[src/pkg/srs_pkg.sv]
// Shared constants for the status reporting and service request block
package srs_pkg;

	// Widths of the status structure
	localparam int ESR_WIDTH  = 8;
	localparam int QUES_WIDTH = 15;
	localparam int STB_WIDTH  = 8;

	// Event status bit positions
	localparam int ESR_UNKNOWN_CMD_BIT = 5;
	localparam int ESR_EXT_DATA_BIT    = 6;

	// Status byte bit positions
	localparam int STB_QUES_BIT = 3;
	localparam int STB_MSG_BIT  = 4;
	localparam int STB_ESR_BIT  = 5;
	localparam int STB_RQS_BIT  = 6;

	// Values after reset
	localparam logic [7:0]  ESR_RESET  = 8'h00;
	localparam logic [7:0]  ESE_RESET  = 8'h00;
	localparam logic [7:0]  SRE_RESET  = 8'h00;
	localparam logic [14:0] QUES_RESET = 15'h0000;

	// Characters of the serial request message
	localparam logic [7:0] CHR_S    = 8'h53;
	localparam logic [7:0] CHR_R    = 8'h52;
	localparam logic [7:0] CHR_M    = 8'h4d;
	localparam logic [7:0] CHR_LF   = 8'h0a;
	localparam logic [7:0] CHR_ZERO = 8'h30;

	// Message slots: three prefix, up to three digits, terminator
	localparam int MSG_SLOTS = 7;
	localparam logic [2:0] MSG_FIRST_DIGIT = 3'h3;

	// Decimal digit value to its character
	function automatic logic [7:0] srs_digit_char(input logic [7:0] d);
		srs_digit_char = CHR_ZERO + d;
	endfunction

endpackage

[src/rtl/srs_status.sv]
// Status reporting structure with service request generation
`timescale 1ns/10ps
`default_nettype none

module srs_status
	import srs_pkg::*;
#(
	parameter int NUM_INPUTS = QUES_WIDTH
) (
	input  wire logic                  ref_clk,
	input  wire logic                  rst_n,
	// Event sources, one-cycle pulses
	input  wire logic [ESR_WIDTH-1:0]  esr_event_set,
	input  wire logic                  unknown_cmd,
	input  wire logic                  ext_data_ready,
	// Event status register access
	input  wire logic                  esr_read,
	input  wire logic                  cls,
	output logic [ESR_WIDTH-1:0]       esr_value,
	// Event status enable mask
	input  wire logic                  ese_write,
	input  wire logic [ESR_WIDTH-1:0]  ese_wdata,
	output logic [ESR_WIDTH-1:0]       ese_value,
	// Digital inputs from pins
	input  wire logic [NUM_INPUTS-1:0] dig_in,
	output logic [NUM_INPUTS-1:0]      ques_cond,
	// Transition masks
	input  wire logic                  rtm_write,
	input  wire logic [NUM_INPUTS-1:0] rtm_wdata,
	output logic [NUM_INPUTS-1:0]      rising_transition_mask,
	input  wire logic                  ftm_write,
	input  wire logic [NUM_INPUTS-1:0] ftm_wdata,
	output logic [NUM_INPUTS-1:0]      falling_transition_mask,
	// Questionable enable mask and event register
	input  wire logic                  qen_write,
	input  wire logic [NUM_INPUTS-1:0] qen_wdata,
	output logic [NUM_INPUTS-1:0]      ques_enable,
	input  wire logic                  ques_read,
	output logic [NUM_INPUTS-1:0]      ques_event_value,
	// Status byte and service request enable
	input  wire logic                  msg_avail,
	input  wire logic                  sre_write,
	input  wire logic [STB_WIDTH-1:0]  sre_wdata,
	output logic [STB_WIDTH-1:0]       sre_value,
	input  wire logic                  serial_poll,
	output logic [STB_WIDTH-1:0]       status_byte,
	// Summaries
	output logic                       esr_summary,
	output logic                       ques_summary,
	output logic                       request_summary_bit,
	// Variant select: low parallel bus, high serial link
	input  wire logic                  serial_mode,
	// Open-drain service request line, driven low when enabled
	output logic                       srq_out,
	output logic                       srq_oe,
	// Serial request message stream
	output logic                       msg_valid,
	output logic [7:0]                 msg_byte,
	input  wire logic                  msg_ready
);

	// Storage
	logic [ESR_WIDTH-1:0]  esr;
	logic [NUM_INPUTS-1:0] pin_meta;
	logic [NUM_INPUTS-1:0] cond_prev;
	logic [NUM_INPUTS-1:0] ques_event;
	logic                  mss_prev;
	logic                  srq_pending;
	logic                  msg_pending;
	logic [STB_WIDTH-1:0]  msg_value;
	logic                  fmt_idle;

	// Event sources gathered into one set vector
	wire logic [ESR_WIDTH-1:0] esr_named =
		(ESR_WIDTH'(unknown_cmd) << ESR_UNKNOWN_CMD_BIT) |
		(ESR_WIDTH'(ext_data_ready) << ESR_EXT_DATA_BIT);
	wire logic [ESR_WIDTH-1:0] esr_set_all =
		esr_event_set | esr_named;

	// Set wins over a clear in the same cycle, so no event is lost
	wire logic                 esr_clear = esr_read || cls;
	wire logic [ESR_WIDTH-1:0] next_esr =
		(esr_clear ? ESR_RESET : esr) | esr_set_all;

	// Event summary from enabled bits
	wire logic esr_sum_w = |(esr & ese_value);

	// Edge detection on the synchronised condition
	wire logic [NUM_INPUTS-1:0] rise_w = ques_cond & ~cond_prev;
	wire logic [NUM_INPUTS-1:0] fall_w = ~ques_cond & cond_prev;
	wire logic [NUM_INPUTS-1:0] rise_hit =
		rise_w & rising_transition_mask;
	wire logic [NUM_INPUTS-1:0] fall_hit =
		fall_w & falling_transition_mask;
	wire logic [NUM_INPUTS-1:0] trans_hit = rise_hit | fall_hit;

	// Questionable event latch, set again wins over read or clear
	wire logic                  ques_clear = ques_read || cls;
	wire logic [NUM_INPUTS-1:0] next_ques_event =
		(ques_clear ? QUES_RESET[NUM_INPUTS-1:0] : ques_event) |
		trans_hit;

	// Questionable summary from enabled bits
	wire logic ques_sum_w = |(ques_event & ques_enable);

	// Status byte without its request bit
	wire logic [STB_WIDTH-1:0] stb_base =
		(STB_WIDTH'(ques_sum_w) << STB_QUES_BIT) |
		(STB_WIDTH'(msg_avail) << STB_MSG_BIT) |
		(STB_WIDTH'(esr_sum_w) << STB_ESR_BIT);

	// Request bit itself never enables a request
	wire logic [STB_WIDTH-1:0] sre_mask =
		sre_value & ~(STB_WIDTH'(1) << STB_RQS_BIT);
	wire logic mss_w = |(stb_base & sre_mask);

	wire logic [STB_WIDTH-1:0] next_status_byte =
		stb_base | (STB_WIDTH'(mss_w) << STB_RQS_BIT);

	// Only the rise of the summary requests; later bits are absorbed
	wire logic mss_rise = mss_w && !mss_prev;

	// Parallel request held until a poll or until the summary drops
	wire logic next_srq_pending =
		(mss_rise && !serial_mode) ? 1'b1 :
		(serial_poll || !mss_w) ? 1'b0 : srq_pending;

	// Serial message waits here while the formatter is busy
	wire logic msg_start = msg_pending && fmt_idle;
	wire logic next_msg_pending =
		(mss_rise && serial_mode) ? 1'b1 :
		msg_start ? 1'b0 : msg_pending;

	// Open drain: the line is only ever pulled low
	assign srq_out = 1'b0;
	assign srq_oe  = srq_pending;

	// Two-stage pin synchroniser; only the second stage is read
	always_ff @(posedge ref_clk or negedge rst_n) begin
		if (!rst_n) begin
			pin_meta  <= QUES_RESET[NUM_INPUTS-1:0];
			ques_cond <= QUES_RESET[NUM_INPUTS-1:0];
		end else begin
			pin_meta  <= dig_in;
			ques_cond <= pin_meta;
		end
	end

	// Previous condition, seeded at reset so no false edge appears
	always_ff @(posedge ref_clk or negedge rst_n) begin
		if (!rst_n) begin
			cond_prev <= QUES_RESET[NUM_INPUTS-1:0];
		end else begin
			cond_prev <= ques_cond;
		end
	end

	// Event status register and its read capture
	always_ff @(posedge ref_clk or negedge rst_n) begin
		if (!rst_n) begin
			esr       <= ESR_RESET;
			esr_value <= ESR_RESET;
		end else begin
			esr <= next_esr;
			if (esr_read) begin
				esr_value <= esr;
			end
		end
	end

	// Event enable mask, no state restricts the write
	always_ff @(posedge ref_clk or negedge rst_n) begin
		if (!rst_n) begin
			ese_value <= ESE_RESET;
		end else if (ese_write) begin
			ese_value <= ese_wdata;
		end
	end

	// Transition masks
	always_ff @(posedge ref_clk or negedge rst_n) begin
		if (!rst_n) begin
			rising_transition_mask  <= QUES_RESET[NUM_INPUTS-1:0];
			falling_transition_mask <= QUES_RESET[NUM_INPUTS-1:0];
		end else begin
			if (rtm_write) begin
				rising_transition_mask <= rtm_wdata;
			end
			if (ftm_write) begin
				falling_transition_mask <= ftm_wdata;
			end
		end
	end

	// Questionable enable mask, writable at any time
	always_ff @(posedge ref_clk or negedge rst_n) begin
		if (!rst_n) begin
			ques_enable <= QUES_RESET[NUM_INPUTS-1:0];
		end else if (qen_write) begin
			ques_enable <= qen_wdata;
		end
	end

	// Questionable event register and its read capture
	always_ff @(posedge ref_clk or negedge rst_n) begin
		if (!rst_n) begin
			ques_event       <= QUES_RESET[NUM_INPUTS-1:0];
			ques_event_value <= QUES_RESET[NUM_INPUTS-1:0];
		end else begin
			ques_event <= next_ques_event;
			if (ques_read) begin
				ques_event_value <= ques_event;
			end
		end
	end

	// Service request enable mask
	always_ff @(posedge ref_clk or negedge rst_n) begin
		if (!rst_n) begin
			sre_value <= SRE_RESET;
		end else if (sre_write) begin
			sre_value <= sre_wdata;
		end
	end

	// Status byte and summaries follow their sources one cycle later;
	// a poll or query only samples them and clears nothing upstream
	always_ff @(posedge ref_clk or negedge rst_n) begin
		if (!rst_n) begin
			status_byte         <= SRE_RESET;
			esr_summary         <= 1'b0;
			ques_summary        <= 1'b0;
			request_summary_bit <= 1'b0;
		end else begin
			status_byte         <= next_status_byte;
			esr_summary         <= esr_sum_w;
			ques_summary        <= ques_sum_w;
			request_summary_bit <= mss_w;
		end
	end

	// Request tracking for both variants
	always_ff @(posedge ref_clk or negedge rst_n) begin
		if (!rst_n) begin
			mss_prev    <= 1'b0;
			srq_pending <= 1'b0;
			msg_pending <= 1'b0;
			msg_value   <= SRE_RESET;
		end else begin
			mss_prev    <= mss_w;
			srq_pending <= next_srq_pending;
			msg_pending <= next_msg_pending;
			if (mss_rise && serial_mode) begin
				msg_value <= next_status_byte;
			end
		end
	end

	// Serial message formatter; a stalled link only delays the message
	srs_msg_fmt u_fmt (
		.ref_clk   (ref_clk),
		.rst_n     (rst_n),
		.start     (msg_start),
		.value     (msg_value),
		.idle      (fmt_idle),
		.out_valid (msg_valid),
		.out_byte  (msg_byte),
		.out_ready (msg_ready)
	);

endmodule
`default_nettype wire

[src/rtl/srs_msg_fmt.sv]
// Serial request message formatter: prefix, decimal value, terminator
`timescale 1ns/10ps
`default_nettype none
module srs_msg_fmt
	import srs_pkg::*;
(
	input  wire logic       ref_clk,
	input  wire logic       rst_n,
	input  wire logic       start,
	input  wire logic [7:0] value,
	output logic            idle,
	output logic            out_valid,
	output logic [7:0]      out_byte,
	input  wire logic       out_ready
);

	typedef enum logic {SRS_ST_IDLE, SRS_ST_SEND} srs_fmt_state_t;

	srs_fmt_state_t state;
	logic [7:0]     msg [MSG_SLOTS];
	logic [2:0]     idx;
	logic [2:0]     last;

	// Decimal split of the captured value
	wire logic [7:0] hund = value / 8'd100;
	wire logic [7:0] tens = (value / 8'd10) % 8'd10;
	wire logic [7:0] ones = value % 8'd10;
	wire logic [1:0] ndig = (value >= 8'd100) ? 2'd3 :
		(value >= 8'd10) ? 2'd2 : 2'd1;

	// Leading zeros dropped, so the digits shift toward the prefix
	wire logic [7:0] dg_a = (ndig == 2'd3) ? srs_digit_char(hund) :
		(ndig == 2'd2) ? srs_digit_char(tens) : srs_digit_char(ones);
	wire logic [7:0] dg_b = (ndig == 2'd3) ? srs_digit_char(tens) :
		(ndig == 2'd2) ? srs_digit_char(ones) : CHR_LF;
	wire logic [7:0] dg_c = (ndig == 2'd3) ? srs_digit_char(ones) : CHR_LF;
	wire logic [2:0] next_last = MSG_FIRST_DIGIT + {1'b0, ndig};

	wire logic       take = out_valid && out_ready;

	assign idle      = (state == SRS_ST_IDLE);
	assign out_valid = (state == SRS_ST_SEND);
	assign out_byte  = msg[idx];

	// Message image is loaded once, then walked by the index
	always_ff @(posedge ref_clk or negedge rst_n) begin
		if (!rst_n) begin
			state <= SRS_ST_IDLE;
			idx   <= 3'h0;
			last  <= 3'h0;
			for (int i = 0; i < MSG_SLOTS; i++) begin
				msg[i] <= 8'h00;
			end
		end else begin
			unique case (state)
				SRS_ST_IDLE: begin
					if (start) begin
						msg[0] <= CHR_S;
						msg[1] <= CHR_R;
						msg[2] <= CHR_M;
						msg[3] <= dg_a;
						msg[4] <= dg_b;
						msg[5] <= dg_c;
						msg[6] <= CHR_LF;
						idx    <= 3'h0;
						last   <= next_last;
						state  <= SRS_ST_SEND;
					end
				end
				SRS_ST_SEND: begin
					if (take && idx == last) begin
						state <= SRS_ST_IDLE;
					end else if (take) begin
						idx <= idx + 3'h1;
					end
				end
			endcase
		end
	end

endmodule
`default_nettype wire

[config.mk]
export PLATFORM = sky130hd
export DESIGN_NAME = srs_status
export DESIGN_NICKNAME = d
export VERILOG_FILES = /design/src/pkg/srs_pkg.sv /design/src/rtl/srs_status.sv /design/src/rtl/srs_msg_fmt.sv
export SDC_FILE = /design/constraint.sdc
export NUM_CORES = 1
export LEC_CHECK = 0
export ABC_AREA = 1
export ABC_CLOCK_PERIOD_IN_PS = 7450
export BUFFER_PORTS_ARGS = -buffer_cell sky130_fd_sc_hd__buf_2
export CORE_ASPECT_RATIO = 2
export CORE_MARGIN = 3
export CORE_UTILIZATION = 35
export DETAILED_ROUTE_END_ITERATION = 12
export PLACE_DENSITY = 0.59
export SYNTH_ARGS = -nofsm -noshare
export SYNTH_HDL_FRONTEND = slang
export SYNTH_SLANG_ARGS = --single-unit
[constraint.sdc]
create_clock -name ref_clk -period 7.45 [get_ports ref_clk]
set_input_delay 1.49 -clock ref_clk [delete_from_list [all_inputs] [get_ports ref_clk]]
set_output_delay 1.49 -clock ref_clk [all_outputs]
set_load 0.005 [all_outputs]
# Word-level counts from Yosys, hierarchy flattened
# Cells that the tools add are included.
# word_totals
ff_bits	205
in_bits	100
output_inout_bits	121
wordCells	107
# classes
add_sub_neg	5
div_mod_pow	4
order_cmp	3
n_eq_ne	6
muxes	23
bitwise	19
n_reduce_logical	19
# op_table
op	count
AND 15 bit	5
2-to-1 mux 8 bit	8
inverter 15 bit	2
bitwise OR 15 bit	2
adder 6 x 8 -> 8 bit, first input constant	3
binary-select mux 8 bit (select 3 bit)	1
remainder unit 8 x 4 -> 8 bit, second input constant	2
OR reduction 8 bit	2
2-to-1 mux 15 bit	1
OR reduction 15 bit	1
bitwise OR 6 x 7 -> 7 bit	2
2-to-1 mux 3 bit	3
AND 6 x 8 -> 8 bit	1
AND 8 bit	1
divider 8 x 4 -> 8 bit, second input constant	1
divider 8 x 7 -> 8 bit, second input constant	1
bitwise OR 8 x 7 -> 8 bit	1
bitwise OR 8 bit	1
greater-or-equal comparator 7 x 4 -> 1 bit, second input constant	1
greater-or-equal comparator 7 bit, second input constant	1
logical AND 1 bit	6
2-to-1 mux 1 bit	6
bitwise OR 5 x 6 -> 6 bit	1
case mux 3 bit (2 select lines)	1
other kinds (17)	25

# Longest topological paths before layout
# Gate-level depths: netlist of the first run.
# logic_depth
depth_word	10
depth_mapped	30
ltp_nobuf	30

# Modules after synthesis
# A second synthesis of the first run with hierarchy kept.
# unflattened
cells_unflattened	843
area_unflattened_um2	8695.8
# by_module_without_submodules
mod	instances	cells_per_inst	area_each_um2	seq_area_each_um2
srs_status	1	438	5865.6	4053.9
srs_msg_fmt	1	405	2830.2	800.8

# Least setup slack after synthesis of the first run
# OpenSTA, ideal clock, no wires.
# synth_timing
path_kind	register to register
startpoint	register msg_value[5]
endpoint	register u_fmt.msg[29] (netlist name)
setup_ns	0.132
arrival_ns	3.553
required_time_ns	7.318
slack_ns	3.764
path_stages_with_launch	26
path_buffers	0
period_less_slack_ns	3.686
path_cell_list	dfrtp_1 inv_1 ha_1 nand3_4 nand2_4 nand2_2 nand3_4 nand2_4 nand2_2 nand2_1 nand2_1 inv_2 ha_1 inv_1 nand4_4 ha_1 nor2_1 nand3_4 inv_1 ha_1 nand2_1 nor2_1 inv_1 ha_1 o211ai_1 o21ai_0
# synth_via
elab_chain_len	6
# synth_lines
element	line_no	rtl
start: declaration	srs_status.sv:70	logic [STB_WIDTH-1:0] msg_value;
start signal: assignment	srs_status.sv:254	msg_value <= next_status_byte;
branches (longest 5 deep; another with divider 8 x 4 -> 8 bit)	-	
2-to-1 mux 8 bit *	srs_msg_fmt.sv:32	wire logic [7:0] dg_a = (ndig == 2'd3) ? srs_digit_char(hund) :
end: declaration	srs_msg_fmt.sv:20	logic [7:0] msg [MSG_SLOTS];
# Every way passes the cells marked *.
# A chain may end at the register's enable or synchronous reset.

# Worst setup path in the final report of the first run
# Ends and elaborated chain as after synthesis.

==> impl_metrics.tcl, run 1 <==
set metrics [dict create \
    ys_seq_elements 193 \
    dieArea_um2 25200 \
    cts-root-buf "clkbuf_16" \
    grt_pass1_vias 6469 \
    pin_count 221 \
    cp.depth 25 \
    synth_ff_type "dfrtp_1" \
    die_w_um 114 \
    num_vias 6135 \
    cp-end-kind "flip-flop" \
    cts_made_buffers 17 \
    worst_slew_pin_slew_ns 0.852 \
    synth.distinct_cells 40 \
    vias_per_cell 4.85 \
    area_growth_pct 23.8 \
    dpl.cell_count 1234 \
    power_frac_clock_pct 22.0 \
    path_max_fanout 10 \
    netlist_area_um2 8130 \
    core_area_um2 22700 \
    critPathMaxStageDelay_ns 0.46 \
    cp_slowest_cell "dfrtp_1" \
    routed_wl_mm 22.1 \
    insertion_delay_ns 0.44 \
    finalCriticalPeriod_ns 4.15 \
    pwr_density_cell_nw_per_um2 422 \
    detailed_place_hpwl_mm 17.2 \
    cts_hold_buffers 0 \
    grt_usage_pct 18.3 \
    yosysSeqAreaShare_pct 59.4 \
    grt_max_degree 83 \
    maxCapViolCount 0 \
    arrival_ns 4.47 \
    gr-max-usage-layer "met2" \
    syn_area_per_cell_um2 10.7 \
    drive_above_1_share_pct 34.7 \
    antenna_found_initial 1 \
    hold_ws_ns 0.345 \
    cts_setup_buffers 0 \
    finalHoldViolCount 0 \
    ir_worst_vdd_v 0.000295 \
    finalClockSkew_ns 0.0126 \
    slew_violations 0 \
    dpl_cell_area_um2 9460 \
    use_met3_pct 3.88 \
    fin_cells 1266 \
    cts_buffer_depth 2 \
    hp-class "flip-flop to flip-flop" \
    cp-start-kind "flip-flop" \
    rsz0062_at_grt "no" \
    die_y_um 222 \
    crit_top_cell "ha_1" \
    drc 0 \
    worstPathRequired_ns 7.77 \
    start_util_pct 35.8 \
    setup_viol_count_final 0 \
    path_clk_slew_ns 0.07 \
    cts-htree-levels 4 \
    fmax_mhz 241 \
    cts_tree "yes" \
    p_int_w 0.00240 \
    rows 78 \
    grt_pass1_wl_mm 35.0 \
    crit_family "simple AND/OR/NAND/NOR gates" \
    met1_usage_pct 18.5 \
    ctsResizeCount 0 \
    diodes 0 \
    p_switching_w 0.00185 \
    firstDrtPassIters 5 \
    seq_power_share_pct 30.9 \
    path_buf_inv 5 \
    drt_iter0_drc 255 \
    swShare_pct 43.5 \
    nets 1087 \
    combPwrFrac_pct 47.1 \
    tns_ns 0 \
    hold_path_depth 0 \
    final_cell_area_um2 10100 \
    grt-ovfl-total 0 \
    synth_edf_count 0 \
    wire_per_inst_um 17.4 \
    path_class "flip-flop to flip-flop" \
    cts.sinks 193 \
    power.leakage_nw 5.06 \
    min_period_over_period_pct 55.7 \
    syn_inst 762 \
    drtAntennaViolNets 0 \
    synth_warnings 0 \
    slew_headroom_pct 43.1 \
    async_flop_share_pct 100 \
    port-buffer-count 215 \
    rr_worst_depth 25 \
    grt_util_met2_pct 34.8 \
    outcome "completed" \
    gp_congestion 0.859 \
]
==> cells in the final DEF (no fill, tap or decap), types with 4 or more instances in the layout <==
master | netlist | layout
nor2_1 | 28 | 27
conb_1 | 1 | 5
buf_2 | 0 | 214
a221oi_1 | 4 | 4
ha_1 | 14 | 14
nand2_2 | 11 | 11
o21bai_1 | 6 | 6
nand2_4 | 4 | 4
a21oi_1 | 16 | 16
o221ai_1 | 5 | 5
o21ai_0 | 56 | 56
inv_1 | 91 | 91
inv_6 | 0 | 5
o311ai_0 | 15 | 15
nand2_1 | 137 | 137
nand4_1 | 4 | 4
inv_2 | 4 | 4
clkbuf_16 | 0 | 17
dfrtp_1 | 193 | 193
o22ai_1 | 8 | 8
mux2_2 | 61 | 61
nand3_1 | 41 | 41
==> kinds of logic after synthesis <==
kind of cell    count (synthesis)  share of synthesized area [%]
compound gates                127                           9.83
fa+ha+maj                      14                           2.15
mux                            61                           8.45
buf+inv                       125                           6.14
other cells                     1                         0.0461
xor+xnor                        6                          0.646
flops                         193                           59.4
simple gates                  235                           13.3
==> per-layer routing <==
layer | wire (µm) | part of all wire [%] | up-vias
met5 | 11 | 0.050 | -
met4 | 703 | 3.2 | 2
met3 | 974 | 4.4 | 34
met2 | 12900 | 59 | 166
met1 | 7460 | 34 | 2986
li1 | - | - | 2947
==> final timing paths <==
check | slack, ns | end | from
setup / recovery | 3.30 | u_fmt.msg[29] | msg_value[5]
max in group asynchronous | 5.07 | ques_cond[0] | rst_n
min in group asynchronous | 1.09 | ques_enable[7] | rst_n
hold reg to reg | 0.35 | ques_cond[2] | pin_meta[2]
setup reg to reg | 3.30 | u_fmt.msg[29] | msg_value[5]
hold / removal | 0.35 | ques_cond[2] | pin_meta[2]
==> power by group through the flow <==
stage | Combinational, W | Sequential [W] | Clock (W)
final | 0.00200 | 0.00131 | 0.000934
after global routing | 0.00227 | 0.00133 | 0.00101
after CTS | 0.00202 | 0.00132 | 0.000964
after detailed placement | 0.00201 | 0.00134 | 0
after global placement | 0.00199 | 0.00133 | 0
after floorplan | 0.00144 | 0.00130 | 0
==> synth_stat cells, types with 2 or more instances <==
master	number	area share, %
a221oi_1	4	0.43
buf_4	8	0.74
xor2_1	3	0.32
o22ai_1	8	0.62
xnor2_1	3	0.32
o21bai_1	6	0.55
o211ai_1	2	0.18
inv_1	91	4.2
dfrtp_1	193	59
nor2_1	28	1.3
nand4_1	4	0.31
a22o_1	3	0.32
or2_2	2	0.15
clkbuf_1	22	1.0
nand2_1	137	6.3
a21o_1	3	0.28
nand3_4	3	0.65
o21ai_0	56	3.4
nand2_4	4	0.55
o21ai_2	2	0.22
o221ai_1	5	0.54
inv_2	4	0.18
nand3_1	41	2.5
mux2_2	61	8.4
o311ai_0	15	1.6
nand2_2	11	0.85
o21ai_1	2	0.12
ha_1	14	2.2
a21oi_1	16	0.98
==> final cells by class <==
| type | instances | area, µm² |
|---|---|---|
| timing repair buffer | 218 | 1110 |
| multi-input combinational | 448 | 2820 |
| tap | 280 | 350 |
| clock buffer | 20 | 457 |
| fill | 2262 | 12700 |
| clock inverter | 12 | 145 |
| inverter | 95 | 357 |
| sequential | 193 | 4830 |
==> metrics by stage <==
stage	power [W]	setup WS [ns]	utilization [%]
floorplan	0.00274	3.76	-
global placement	0.00332	3.44	41.6
detailed placement	0.00335	3.31	41.6
CTS	0.00430	3.28	44.3
global route	0.00462	2.86	44.3
finish	0.00425	3.30	44.3
==> sequential cells by signal, summed over array words and instances (netlist names), 4 cells and up <==
name                     cells
msg_value                    4
esr_value                    8
cond_prev                   15
ques_event                  15
falling_transition_mask     15
esr                          8
pin_meta                    15
rising_transition_mask      15
ese_value                    8
u_fmt.msg                   24
ques_enable                 15
ques_cond                   15
sre_value                    8
ques_event_value            15
==> worst register-to-register path, stage by stage, from the launching register on <==
cell and delay (ns):
dfrtp_1 0.46, inv_1 0.13, ha_1 0.20, nand3_4 0.12, nand2_4 0.16, nand2_2 0.08, nand2_4 0.09, nand2_4 0.09
nand2_2 0.11, nand2_1 0.06, nand2_1 0.09, inv_2 0.05, ha_1 0.20, inv_1 0.13, nand4_4 0.20, ha_1 0.28
nor2_1 0.19, nand3_4 0.15, inv_1 0.13, ha_1 0.16, nand2_1 0.07, nor2_1 0.17, inv_1 0.11, ha_1 0.32
o211ai_1 0.17, o21ai_0 0.11
Power figures use the tool's default switching activity.
==> inputs of run 2 (changes only) <==
--- a/config.mk
+++ b/config.mk
@@ -6,7 +6,7 @@
 export NUM_CORES = 1
 export LEC_CHECK = 0
 export ABC_AREA = 1
-export ABC_CLOCK_PERIOD_IN_PS = 7450
+export ABC_CLOCK_PERIOD_IN_PS = 4200
 export BUFFER_PORTS_ARGS = -buffer_cell sky130_fd_sc_hd__buf_2
 export CORE_ASPECT_RATIO = 2
 export CORE_MARGIN = 3
==> constraint.sdc (replaced) <==
create_clock -name ref_clk -period 4.2 [get_ports ref_clk]
set_input_delay 0.84 -clock ref_clk [delete_from_list [all_inputs] [get_ports ref_clk]]
set_output_delay 0.84 -clock ref_clk [all_outputs]
set_load 0.005 [all_outputs]
==> impl_metrics.tcl, run 2 (synthesized netlist as in run 1, its figures left out) <==
set metrics [dict create \
    outcome "completed" \
    worstPathRequired_ns 4.52 \
    power_w 0.00764 \
    cts.sinks 193 \
    hold_path_depth 0 \
    largest_register_ffs 24 \
    path_class "flip-flop to flip-flop" \
    num_vias 6182 \
    core_area_um2 22700 \
    r2r_slack_ns 0.31 \
    pwr_density_cell_nw_per_um2 754 \
    die_y_um 222 \
    power.leakage_nw 5.07 \
    regMostFlops "u_fmt.msg" \
    cts-htree-levels 4 \
    rr_worst_depth 26 \
    maxCapViolCount 0 \
    finalClockSkew_ns 0.0201 \
    dieArea_um2 25200 \
    grt_usage_pct 18.4 \
    detailed_place_hpwl_mm 17.2 \
    start_util_pct 35.8 \
    cts_buffer_depth 2 \
    drc 0 \
    cp-start-kind "flip-flop" \
    setup_viol_count_final 0 \
    grt_pass1_vias 6508 \
    firstDrtPassIters 4 \
    fillCellCount 2205 \
    drt_iter0_drc 266 \
    drtAntennaViolNets 0 \
    path_max_fanout 10 \
    startpoint "msg_value[5]" \
    min_period_over_period_pct 92.5 \
    worst_slew_pin_slew_ns 0.808 \
    port-buffer-count 215 \
    grt_pass1_wl_mm 35.0 \
    antenna_found_initial 1 \
    finalHoldViolCount 0 \
    cts_made_buffers 17 \
    area_growth_pct 24.6 \
    insertion_delay_ns 0.45 \
    die_w_um 114 \
    r2r_start "msg_value[5]" \
    gp_congestion 0.859 \
    hp-class "flip-flop to flip-flop" \
    cp-end-kind "flip-flop" \
    cts_tree "yes" \
    grt-ovfl-total 0 \
    diodes 0 \
    path_clk_slew_ns 0.07 \
    slew_violations 0 \
    layout_commonest_cell "buf_2" \
    routed_wl_mm 22.3 \
    rows 78 \
    most-common-layout-cells "214 x buf_2, 191 x dfrtp_1, 135 x nand2_1" \
    cp_slowest_cell "dfrtp_2" \
    ir_worst_vdd_v 0.000559 \
    fmax_mhz 257 \
    endpoint "u_fmt.msg[29]" \
    grt_max_degree 82 \
    hold_ws_ns 0.345 \
    drive_above_1_share_pct 36.1 \
    slew_headroom_pct 46.1 \
    vias_per_cell 4.86 \
    critPathMaxStageDelay_ns 0.43 \
    rr_endpoint "u_fmt.msg[29]" \
    arrival_ns 4.21 \
    cts-root-buf "clkbuf_16" \
    finalCriticalPeriod_ns 3.89 \
    pin_count 221 \
    wire_per_inst_um 17.6 \
    nets 1093 \
]
## run 2: cell count changes in the layout (fill, tap and decap cells not counted), sizes merged
cell,before,now
buf,217,223
clkinvlp,1,3
bufinv,2,1
clkinv,3,2
## run 2: worst max-delay path: cells and delay by family, from the launching register on
kind                     cells  cell delay, ns
AO/OA/AOI/OAI                2            0.28
buffers and inverters        5            0.44
flip-flops                   1            0.43
AND/OR/NAND/NOR             15            1.71
adder cells (fa/ha/maj)      4            0.89
## run 2: area by class of cell
| type | instances | area, µm² | share of cell area (%) |
|---|---|---|---|
| inverter | 95 | 357 | 3.52 |
| tap | 280 | 350 | 3.46 |
| multi-input combinational | 448 | 2850 | 28.1 |
| sequential | 193 | 4830 | 47.7 |
| clock buffer | 20 | 457 | 4.51 |
| timing repair buffer | 224 | 1160 | 11.5 |
| clock inverter | 12 | 118 | 1.16 |
## run 2: through the flow
stage               std cells  area [µm²]  setup TNS (ns)  util [%]  setup WS, ns
global placement         1234        9480               0      41.7         0.189
global route             1272       10100         -0.0373      44.5       -0.0373
detailed placement       1234        9480               0      41.7        0.0302
finish                   1272       10100               0      44.5         0.314
CTS                      1266       10100               0      44.2        0.0162
floorplan                 766        8150               0         -         0.514
## run 2: how the worst min path moves through the flow
| stage | from | endpoint | slack (ns) |
|---|---|---|---|
| 2_1_floorplan | pin_meta[0] | ques_cond[0] | 0.33 |
| 3_3_place_gp | pin_meta[10] | ques_cond[10] | 0.33 |
| 3_5_place_dp | pin_meta[10] | ques_cond[10] | 0.33 |
| 4_1_cts | pin_meta[3] | ques_cond[3] | 0.35 |
| 5_1_grt | pin_meta[8] | ques_cond[8] | 0.36 |
| 6_report | pin_meta[3] | ques_cond[3] | 0.35 |
## run 2: where the power goes
part / switching (W) / internal (W)
clock network: 0.000735 / 0.000860
registers: 0.000198 / 0.00213
logic: 0.00240 / 0.00131
## run 2: timing repair
item                       4_1_cts  5_1_grt
hold buffers                     0        0
resized for setup                0       12
setup endpoints to repair        0       11
buffers inserted                 0        6
## run 2: metal layers
layer  track usage (%)  routed length [µm]
met1              18.4                7730
met4              9.67                 913
met5                 0                   9
met2              34.3               12800
met3              4.15                 889
